===== src/include/ctrl_one_defines.svh =====
// Offsets, field positions, reset values and codes of the first control register.
// Assumes nothing; definitions only.
`ifndef CTRL_ONE_DEFINES_SVH
`define CTRL_ONE_DEFINES_SVH

`define CS1_OFFSET          5'h00
`define CS1_RESET           8'h00
`define CS1_BIT_TEST        7
`define CS1_BIT_SR_HI       6
`define CS1_BIT_STOP        5
`define CS1_BIT_RST_HI      4
`define CS1_BIT_RST_LO      3
`define CS1_BIT_CIE         2
`define CS1_BIT_HOUR12      1
`define CS1_BIT_FIXED_ZERO  0
`define CS1_SOFT_RESET_CODE 8'h58
`define CS1_RST_FIELD_GO    2'h3
`define DIV_STAGES          15
`define DIV_FIRST_HELD      2

`endif


===== src/include/ctrl_one_pkg.sv =====
// Types shared by the first control register and its surroundings.
// Assumes the defines header for all numbers.
package ctrl_one_pkg;

  typedef struct packed {
    logic test_mode;
    logic div_halt;
    logic compensation_pulse_enable;
    logic hour_12_mode;
  } ctrl_one_s;

  typedef logic [7:0] byte_t;

endpackage


===== src/rtl/control_status_one.sv =====
// First control and status register of the clock, with the divider chain it steers.
// Assumes a serial host interface that presents byte accesses on the register port,
// and the 32.768 kHz oscillator arriving as an unsynchronised level.
`timescale 1ns/1ps
`include "ctrl_one_defines.svh"

// Overview of operation
// - Bit 7 set selects external clock test mode
// - Writing 58h acts as software reset command
// - Reset field 4:3 equal 11 starts reset
// - Reset bits always read back as zero
// - Reset field 00 leaves device running normally
// - Halt bit 5 stops timekeeping while set
// - Halt holds prescaler stages F2..F14 at zero
// - Low clock-out frequencies keep running while halted
module control_status_one
  import ctrl_one_pkg::*;
#(
  parameter int DIV_STAGES = `DIV_STAGES
) (
  input  wire logic       clk,
  input  wire logic       nrst,
  input  wire logic [4:0] reg_addr,
  input  wire logic       reg_wr,
  input  wire logic [7:0] reg_wdata,
  input  wire logic       reg_rd,
  output logic      [7:0] reg_rdata,
  input  wire logic       osc_in,
  input  wire logic       test_clk_in,
  output logic            clkout_32k,
  output logic            clkout_16k,
  output logic            clkout_8k,
  output logic            second_tick,
  output logic            time_running,
  output logic            test_mode,
  output logic            compensation_pulse_enable,
  output logic            hour_12_mode,
  output logic            soft_reset_pulse
);

  ////////////////////////////////////////////////////////////////////////////
  // Pin synchronisation

  logic [1:0] pins_s;

  sync_2ff #(
    .WIDTH (2)
  ) u_pin_sync (
    .clk      (clk),
    .nrst     (nrst),
    .async_in ({test_clk_in, osc_in}),
    .sync_out (pins_s)
  );

  logic osc_s;
  logic test_s;
  assign osc_s  = pins_s[0];
  assign test_s = pins_s[1];

  ////////////////////////////////////////////////////////////////////////////
  // Register

  ctrl_one_s cfg_reg;
  ctrl_one_s cfg_next;
  byte_t     rdata_reg;
  byte_t     rdata_next;
  logic      srst_reg;
  logic      srst_next;
  logic      hit_wr;
  logic      reset_cmd;

  assign hit_wr    = reg_wr && (reg_addr == `CS1_OFFSET);
  // Any write with the field at 11 resets unless srst_reg is already set; the 58h command is one such value,
  // so software that sends exactly that byte gets a reset except in the cycle right after another reset command
  assign reset_cmd = hit_wr &&
                     (reg_wdata[`CS1_BIT_RST_HI:`CS1_BIT_RST_LO] == `CS1_RST_FIELD_GO);

  always_comb
  begin
    cfg_next   = cfg_reg;
    rdata_next = rdata_reg;
    srst_next  = 1'b0;
    if (!nrst || srst_reg)
    begin
      cfg_next = ctrl_one_s'(4'h0);
    end
    else if (reset_cmd)
    begin
      // Reset write stores nothing; the whole register clears next cycle
      srst_next = 1'b1;
    end
    else if (hit_wr)
    begin
      // Field 00 or a single 1 is simply not a reset
      cfg_next.test_mode                 = reg_wdata[`CS1_BIT_TEST];
      cfg_next.div_halt                  = reg_wdata[`CS1_BIT_STOP];
      cfg_next.compensation_pulse_enable = reg_wdata[`CS1_BIT_CIE];
      cfg_next.hour_12_mode              = reg_wdata[`CS1_BIT_HOUR12];
    end
    if (!nrst)
    begin
      rdata_next = `CS1_RESET;
    end
    else if (reg_rd)
    begin
      rdata_next = `CS1_RESET;
      if (reg_addr == `CS1_OFFSET)
      begin
        // Reset request bits and the fixed zero bit always read as 0
        rdata_next[`CS1_BIT_TEST]   = cfg_reg.test_mode;
        rdata_next[`CS1_BIT_STOP]   = cfg_reg.div_halt;
        rdata_next[`CS1_BIT_CIE]    = cfg_reg.compensation_pulse_enable;
        rdata_next[`CS1_BIT_HOUR12] = cfg_reg.hour_12_mode;
      end
    end
  end

  always_ff @(posedge clk)
  begin
    cfg_reg   <= cfg_next;
    rdata_reg <= rdata_next;
    srst_reg  <= srst_next;
  end

  ////////////////////////////////////////////////////////////////////////////
  // Divider chain

  logic [DIV_STAGES-1:0] div_reg;
  logic [DIV_STAGES-1:0] div_next;
  logic                  osc_d_reg;
  logic                  osc_d_next;
  logic                  test_d_reg;
  logic                  test_d_next;
  logic                  adv;
  logic                  sec_next;
  logic                  out32_next;
  logic [DIV_STAGES-1:0] lower_mask;

  assign lower_mask = DIV_STAGES'((1 << `DIV_FIRST_HELD) - 1);

  // Test mode clocks the chain from the external pin instead of the oscillator
  assign adv = cfg_reg.test_mode ? (test_s && !test_d_reg)
                                 : (osc_s && !osc_d_reg);

  always_comb
  begin
    div_next    = div_reg;
    sec_next    = 1'b0;
    out32_next  = osc_s;
    // Edge history follows only the pin reset, so a soft reset cannot fake an edge
    osc_d_next  = nrst ? osc_s : 1'b0;
    test_d_next = nrst ? test_s : 1'b0;
    if (!nrst || srst_reg)
    begin
      div_next   = '0;
      out32_next = 1'b0;
    end
    else
    begin
      if (adv)
      begin
        div_next = div_reg + DIV_STAGES'(1);
        sec_next = !cfg_reg.div_halt && (div_reg == {DIV_STAGES{1'b1}});
      end
      // Halt clears the upper stages every cycle; F0 and F1 keep dividing
      if (cfg_reg.div_halt)
      begin
        div_next = div_next & lower_mask;
      end
    end
  end

  always_ff @(posedge clk)
  begin
    div_reg     <= div_next;
    osc_d_reg   <= osc_d_next;
    test_d_reg  <= test_d_next;
    second_tick <= sec_next;
    clkout_32k  <= out32_next;
  end

  ////////////////////////////////////////////////////////////////////////////
  // Outputs

  // Every pin leaves from a flop; all of them sit at 0 while nrst is low
  logic clk16_next;
  logic clk8_next;
  logic run_next;
  logic test_out_next;
  logic cie_out_next;
  logic hour_out_next;
  logic srst_out_next;

  always_comb
  begin
    clk16_next    = 1'b0;
    clk8_next     = 1'b0;
    run_next      = 1'b0;
    test_out_next = 1'b0;
    cie_out_next  = 1'b0;
    hour_out_next = 1'b0;
    srst_out_next = 1'b0;
    if (nrst)
    begin
      clk16_next    = div_reg[0];
      clk8_next     = div_reg[1];
      run_next      = !cfg_reg.div_halt;
      test_out_next = cfg_reg.test_mode;
      cie_out_next  = cfg_reg.compensation_pulse_enable;
      hour_out_next = cfg_reg.hour_12_mode;
      srst_out_next = srst_next;
    end
  end

  always_ff @(posedge clk)
  begin
    clkout_16k                <= clk16_next;
    clkout_8k                 <= clk8_next;
    time_running              <= run_next;
    test_mode                 <= test_out_next;
    compensation_pulse_enable <= cie_out_next;
    hour_12_mode              <= hour_out_next;
    soft_reset_pulse          <= srst_out_next;
  end

  assign reg_rdata = rdata_reg;

endmodule


===== src/rtl/sync_2ff.sv =====
// Two flip-flop synchroniser for levels from outside the clock domain.
// Assumes inputs are slow compared with clk.
`timescale 1ns/1ps

module sync_2ff #(
  parameter int WIDTH = 1
) (
  input  wire logic             clk,
  input  wire logic             nrst,
  input  wire logic [WIDTH-1:0] async_in,
  output logic      [WIDTH-1:0] sync_out
);

  logic [WIDTH-1:0] meta_reg;
  logic [WIDTH-1:0] meta_next;
  logic [WIDTH-1:0] sync_reg;
  logic [WIDTH-1:0] sync_next;

  always_comb
  begin
    meta_next = nrst ? async_in : '0;
    sync_next = nrst ? meta_reg : '0;
  end

  always_ff @(posedge clk)
  begin
    meta_reg <= meta_next;
    sync_reg <= sync_next;
  end

  assign sync_out = sync_reg;

endmodule


===== config.mk =====
export PLATFORM = sky130hd
export DESIGN_NAME = control_status_one
export DESIGN_NICKNAME = d
export VERILOG_FILES = /design/src/include/ctrl_one_pkg.sv /design/src/rtl/control_status_one.sv /design/src/rtl/sync_2ff.sv
export VERILOG_INCLUDE_DIRS = /design/src /design/src/include
export SDC_FILE = /design/constraint.sdc
export NUM_CORES = 1
export LEC_CHECK = 0
export ABC_AREA = 1
export BUFFER_PORTS_ARGS = -buffer_cell sky130_fd_sc_hd__buf_2
export CORE_ASPECT_RATIO = 0.8
export CORE_MARGIN = 5
export CORE_UTILIZATION = 47
export DETAILED_ROUTE_END_ITERATION = 12
export PLACE_DENSITY_LB_ADDON = 0.1
export SYNTH_ARGS = -nofsm -noshare
export SYNTH_HDL_FRONTEND = slang
export SYNTH_SLANG_ARGS = --single-unit

===== constraint.sdc =====
create_clock -name clk -period 1.17 [get_ports clk]
set_input_delay 0.0585 -clock clk [delete_from_list [all_inputs] [get_ports clk]]
set_output_delay 0.0585 -clock clk [all_outputs]
set_load 0.01 [all_outputs]

======== Word level (Yosys, flattened, before mapping) ========
Index checks and enable logic that the tools add are counted.
storage, ports and cells
  bits in registers ....................... 39
  bits in latches ......................... 0
  memory bits (writable) .................. 0
  ROM bits ................................ 0
  input port bits ......................... 19
  output and inout port bits .............. 17
  logic and storage cells ................. 47
  memories kept ........................... 0
operators by class
  $add $sub $neg .......................... 1
  multipliers ............................. 0
  divide/modulo/power cells ............... 0
  magnitude comparators ................... 0
  eq/ne operators ......................... 2
  shift-type cells ........................ 0
  mux-type cells .......................... 7
  bitwise logic cells ..................... 2
  reduce and logical (&&, ||, !) cells .... 14
operator list
  cell                     number
  $add A15 B1 Y15 const B  1
  $eq A15 B15 Y1 const B   1
  $logic_and A1 B1 Y1      5
  $logic_not A5 Y1         1
  $mux W1                  5
  $logic_not A1 Y1         4
  $mux W2                  2
  $reduce_or A2 Y1         2
  $eq A2 B2 Y1 const B     1
  $not A1 Y1               2
  $reduce_and A2 Y1        1
  $logic_or A1 B1 Y1       1

======== Longest topological paths before layout ========
Gate-level depths: netlist of the first run.
  depth in word-level cells ............... 5
  mapped depth ............................ 8
  depth with buffers taken out ............ 8

======== Hierarchy ========
From an unflattened synthesis of the first run, not the netlist that was laid out.
second synthesis, totals
  cells, all modules ...................... 214
  area, all modules ....................... 1,570.3 µm²
by module, submodules not included
  module              times used  cells an instance  area each (µm²)  seq. area each (µm²)
  control_status_one  1           202                1,460.2          700.7
  sync_2ff            1           12                 110.1            80.1

======== Worst setup path after synthesis of the first run ========
Ideal clock, no wire load.
  path type ............................... reg-to-reg
  start point ............................. reg div_reg[0]
  end point ............................... reg div_reg[14]
  library setup time ...................... 0.110 ns
  arrival time ............................ 1.144 ns
  required time ........................... 1.060 ns
  slack ................................... -0.084 ns
  cell stages (with the launch flop) ...... 7
  buffers on the path ..................... 0
  period minus slack after synthesis ...... 1.254 ns
  cells stage by stage .................... dfxtp_1 > ha_1 > nand3_1 > nor3_4 > nand4_1 > nand2_1 > nor2_1
on the way
  longest elaborated chain between the ends .. 1
RTL lines
  what                      line                       source
  start: declaration        control_status_one.sv:128  logic [DIV_STAGES-1:0] div_reg;
  start signal: assignment  control_status_one.sv:175  div_reg <= div_next;
  $add A15 B1 Y15           control_status_one.sv:162  div_next = div_reg + DIV_STAGES'(1);
No other way between the ends.
A chain may end at the register's enable or synchronous reset.

======== Worst setup path in the final report of the first run ========
  start point ............................. reg div_reg[1]
  end point ............................... reg div_reg[14]
The elaborated chain is that of the path after synthesis.

==> results.yml, run 1 <==
status:
  status: "finished with violations"
  violations: "negative setup slack"
sta:
  hold_violations: 0
  post-route-min-period_ps: 1220
  fmax_mhz: 820
  hold_ws_ps: 5.20
  skew_ps: 4.79
  finalSetupTns_ps: -145
  fin_crit_sh_pct: 104
  drv_slew: 0
  rsz0062_at_grt: "true"
  fin_ws_ps: -49.8
  setup_viol: 5
min_path:
  min_delay_path_depth: 3
  min-delay-path-class: "input port to flip-flop"
  min_to: "cfg_reg[3]"
  min_from: "reg_wdata[7]"
flow_run:
  cap_violations: 0
pwr:
  power.total_mw: 2.60
  power_leakage_nw: 1.07
  power.density_nw_per_um2: 1200
  ir_worst_vdd_uv: 940
detailed_routing:
  dr.first_iter.drc_count: 63
  num_vias: 1455
  routed_wl_mm: 3.17
  drc: 0
  antenna_left: 0
  drt_first_pass_iters: 4
  wire_per_inst_um: 9.97
  via_per_inst: 4.58
place:
  dpl_worst_slack_ps: -92.0
  dpl.cell_count: 303
  routabilityCongestion: 0.750
  place_area_um2: 1930
  dp_hpwl_mm: 2.29
  io_buffers: 29
layout:
  fin_area_um2: 2160
  finish.utilization_pct: 64.0
  final_cell_mix: "nand2_1 (44), inv_1 (37), dfxtp_1 (33)"
  drive_gt1_share_pct: 32.6
  layout.cells.non_filler: 318
  nets: 296
  final_common_cell: "nand2_1"
  diodes: 0
  area.growth.synth_to_final_pct: 33.2
  largest_register_ffs: 15
worst_setup_path:
  r2r_setup_slack_ps: -50
  worstPathRequired_ps: 1350
  rr_startpoint: "div_reg[1]"
  crit_type: "flip-flop to flip-flop"
  critPathLaunchType: "flip-flop"
  cp.arrival_ps: 1400
  ff2ff_path_depth: 6
  r2r_end: "div_reg[14]"
  cp-end-kind: "flip-flop"
  cp_max_fo: 8
die:
  fp-row-count: 19
  io-pin-count: 36
  fp.dieH_um: 62.6
  core_um2: 3380
  die_x_um: 75.7
  die_area_um2: 4740
  initial_core_util_pct: 48.1
logic_synthesis:
  synthCells: 220
  synth-compound-area-share_pct: 8.94
  synth_top_family_by_area: "simple AND/OR/NAND/NOR gates"
  post_synth_instance_area_um2: 1620
  synthSimpleGateAreaFrac_pct: 28.9
  synth-xor-area-share_pct: 0
  yosysSeqAreaShare_pct: 48.1
  ys_ff_latch: 39
  synth_mux_area_share_pct: 0
  synth_cell_types: 28
  synth.avg_cell_area_um2: 7.38
  synth_fa_ha_area_share_pct: 0.771
  yosys_warnings: 0
grt:
  grt_pass1_wl_mm: 5.11
  grt.total_usage_pct: 13.6
  grt_overflow: 0
  grt_pass1_vias: 1223
  grt_max_degree: 16
  antenna_found_initial: 0
clock_network:
  clock_latency_ps: 280
  clk_pin_slew_ps: 70
  cts_tree: "built"
  numCtsBuffers: 5
  cts_root_buffer: "clkbuf_8"
  htreeDepth: 2
  clock_path_buffers: 2
  clock-sinks: 39
==> cells by family (layout without fill, tap and decap cells) <==
logic type	after synthesis	count (layout)
adders and majority gates	1	1
DFF	39	39
other	1	4
and+or+nand+nor	104	104
buffers and inverters	50	103
AOI/OAI and AO/OA	25	25
==> cell type report <==
class	instances	area, um2
clock buffers	5	68.8
flip-flops and latches	39	796
well taps	42	52.6
multi-input cells	134	699
repair buffers	53	344
clock inverters	2	37.5
fillers	295	1210
inverters	43	164
==> how the worst max path moves through the flow <==
stage / start / to / slack (ps)
2_1_floorplan: div_reg[1] / div_reg[14] / -30
3_3_place_gp: div_reg[1] / div_reg[14] / -70
3_5_place_dp: div_reg[1] / div_reg[14] / -90
4_1_cts: div_reg[1] / div_reg[14] / -50
5_1_grt: div_reg[1] / div_reg[14] / -180
6_report: div_reg[1] / div_reg[14] / -50
==> critical path, stage by stage (launching register included) <==
cell and delay, ps:
dfxtp_4 370, ha_4 150, nand3_4 70, nor3_4 260
nand4_1 160, nand2_1 90, nor2_1 40
==> Yosys cell counts (all sizes together) <==
cell / number / share of area, %
a21oi: 11 / 3.9
nor4: 2 / 0.77
nand3b: 1 / 0.46
clkbuf: 1 / 0.23
dfxtp: 39 / 48
o21ai: 12 / 4.2
nand2: 47 / 11
clkinv: 1 / 0.23
nand3: 14 / 4.6
nor3: 3 / 1.6
nor2: 33 / 8.7
nand4: 4 / 1.5
conb: 1 / 0.23
inv: 42 / 9.7
ha: 1 / 0.77
buf: 6 / 2.9
o21bai: 2 / 0.92
==> per-layer routing <==
metal,part of all wire (%),track usage (%)
met4,0.85,4.59
met5,0,0
met2,41,19.4
met1,50,19.2
met3,7.9,4.18
==> report_power, final <==
group	switching (mW)	internal, mW	total (mW)	leakage (nW)
registers	0.0128	1.35	1.36	0.321
logic	0.0975	0.0879	0.185	0.698
clock network	0.435	0.623	1.06	0.0502
total	0.545	2.06	2.60	1.07
==> what timing repair did <==
item                                    CTS  global route
endpoints found under the hold margin     3             0
pin swaps                                 7             8
endpoints found under the setup margin    9            12
gates resized for setup                   1            20
buffers inserted                          1             4
hold buffers                              3             0
(Power assumes the default switching activity.)
==> inputs of run 2 (changes only) <==
- CORE_UTILIZATION: 47 -> 56
- clock period: 1.17 -> 1.54 ns (I/O delays scaled with it)
==> run 2 against run 1 <==
  * The run now ends clean
  * Sequential power fell by 24%
  * Total power fell by 38%
  * Critical path depth unchanged
  * Clock skew fell by 0.86 ps
  * Sequential share of layout area increased by 3.9 points
  * Highest routed layer unchanged
==> results.yml, run 2 (synthesis gave the netlist of run 1 again) <==
status:
  status: "finished, final reports clean"
layout:
  final_common_cell: "nand2_1"
  nets: 282
  ff_latch_area_um2: 783
  area.growth.synth_to_final_pct: 18.5
  finish.utilization_pct: 69.5
  multi_input_area_um2: 649
  largest_register_ffs: 15
  diodes: 0
  fillers: 247
  drive_gt1_share_pct: 21.1
  final_cell_mix: "nand2_1 (45), inv_1 (38), dfxtp_1 (37)"
detailed_routing:
  via_per_inst: 4.59
  m1WireLength_mm: 1.44
  num_vias: 1372
  dr.first_iter.drc_count: 95
  drc: 0
  met2_length_mm: 1.25
  routed.top_layer: "met4"
  routed_wl_mm: 2.97
  antenna_left: 0
  route.met3.wl_um: 229
  drt_first_pass_iters: 4
  wire_per_inst_um: 9.92
die:
  die_x_um: 70.2
  io-pin-count: 36
  fp.dieH_um: 58.2
  die_area_um2: 4080
  initial_core_util_pct: 58.7
  fp-row-count: 17
  core_um2: 2770
worst_setup_path:
  worstPathRequired_ps: 1780
  cp_max_fo: 8
  r2r_setup_slack_ps: 160
  cp.arrival_ps: 1630
  critPathLaunchType: "flip-flop"
  path_cells: "ha_2 -> nand3_2 -> nor3_4 -> nand4_1 -> nand2_1 -> nor2_1"
  slowest_delay_ps: 370
  crit_family: "simple AND/OR/NAND/NOR gates"
  slowest_stage: "dfxtp_2"
  cp.buffers_inverters: 0
  cp-end-kind: "flip-flop"
  crit_type: "flip-flop to flip-flop"
clock_network:
  cts_tree: "built"
  clock_path_buffers: 2
  numCtsBuffers: 5
  clock-sinks: 39
  cts_root_buffer: "clkbuf_4"
  clk_pin_slew_ps: 100
  clock_latency_ps: 330
  htreeDepth: 2
  post-cts-setup-buffers: 0
pwr:
  power.total_mw: 1.62
  p_clk_share_pct: 28.2
  power.share.sequential_pct: 64.0
  p_comb_share_pct: 7.8
  power_leakage_nw: 0.958
  ir_worst_vdd_uv: 577
  power.density_nw_per_um2: 843
  p_sw_share_pct: 23.1
  switching_power_uw: 374
  internal_power_mw: 1.25
sta:
  hold_violations: 0
  fin_ws_ps: 156
  fin_crit_sh_pct: 89.9
  rsz0062_at_grt: "false"
  setup_viol: 0
  fmax_mhz: 722
  post-route-min-period_ps: 1380
  hold_ws_ps: 8.10
  finalSetupTns_ps: 0
  drv_slew: 0
  skew_ps: 3.93
grt:
  antenna_found_initial: 0
  grt_max_degree: 16
  grt_pass1_wl_mm: 5.15
  grt_overflow: 0
  grt.total_usage_pct: 15.8
  grt_pass1_vias: 1196
place:
  dpl_worst_slack_ps: 113
  routabilityCongestion: 0.759
  dp_hpwl_mm: 2.13
  io_buffers: 29
flow_run:
  cap_violations: 0
min_path:
  min-delay-path-class: "input port to flip-flop"
[run 2: timing repair]
action	in CTS	in global routing
hold buffers	8	0
endpoints found under the setup margin	0	5
hold endpoints to repair	11	0
resized for setup	0	4
[run 2: final cells by class]
| class | instances | share of cell area, % |
|---|---|---|
| flip-flops and latches | 39 | 40.7 |
| multi-input cells | 134 | 33.8 |
| repair buffers | 39 | 12.5 |
| inverters | 43 | 8.39 |
| well taps | 38 | 2.47 |
| clock buffers | 6 | 2.15 |
[run 2: layer usage]
layer	vias to the layer above	global-route usage (%)
li1	754	-
met1	570	20.5
met2	41	24.2
met3	7	5.20
met4	0	6.83
met5	-	0
[run 2: final timing paths]
| check | from | endpoint | cells past startpoint |
|---|---|---|---|
| hold reg to reg | u_pin_sync.meta_reg[0] | u_pin_sync.sync_out[0] | 2 |
| setup / recovery | div_reg[0] | div_reg[14] | 6 |
| setup reg to reg | div_reg[0] | div_reg[14] | 6 |
| hold / removal | reg_wdata[5] | cfg_reg[2] | 3 |
[run 2: worst min-delay path: cells and delay by family]
kind            cells  cell delay [ps]
compound gates      1               70
buf+inv             1               80
simple gates        1               80
[run 2: power by group through the flow]
stage	combinational [mW]	sequential, mW	clock [mW]
finish	0.126	1.04	0.458
global route	0.144	1.04	0.522
CTS	0.126	1.04	0.478
detailed placement	0.110	1.06	0
global placement	0.109	1.06	0
floorplan	0.0691	1.06	0
[run 2: through the flow]
step / area, um2 / cells
after global placement: 1790 / 285
after floorplan: 1630 / 223
after detailed placement: 1790 / 285
final: 1920 / 299
after CTS: 1910 / 299
after global routing: 1920 / 299
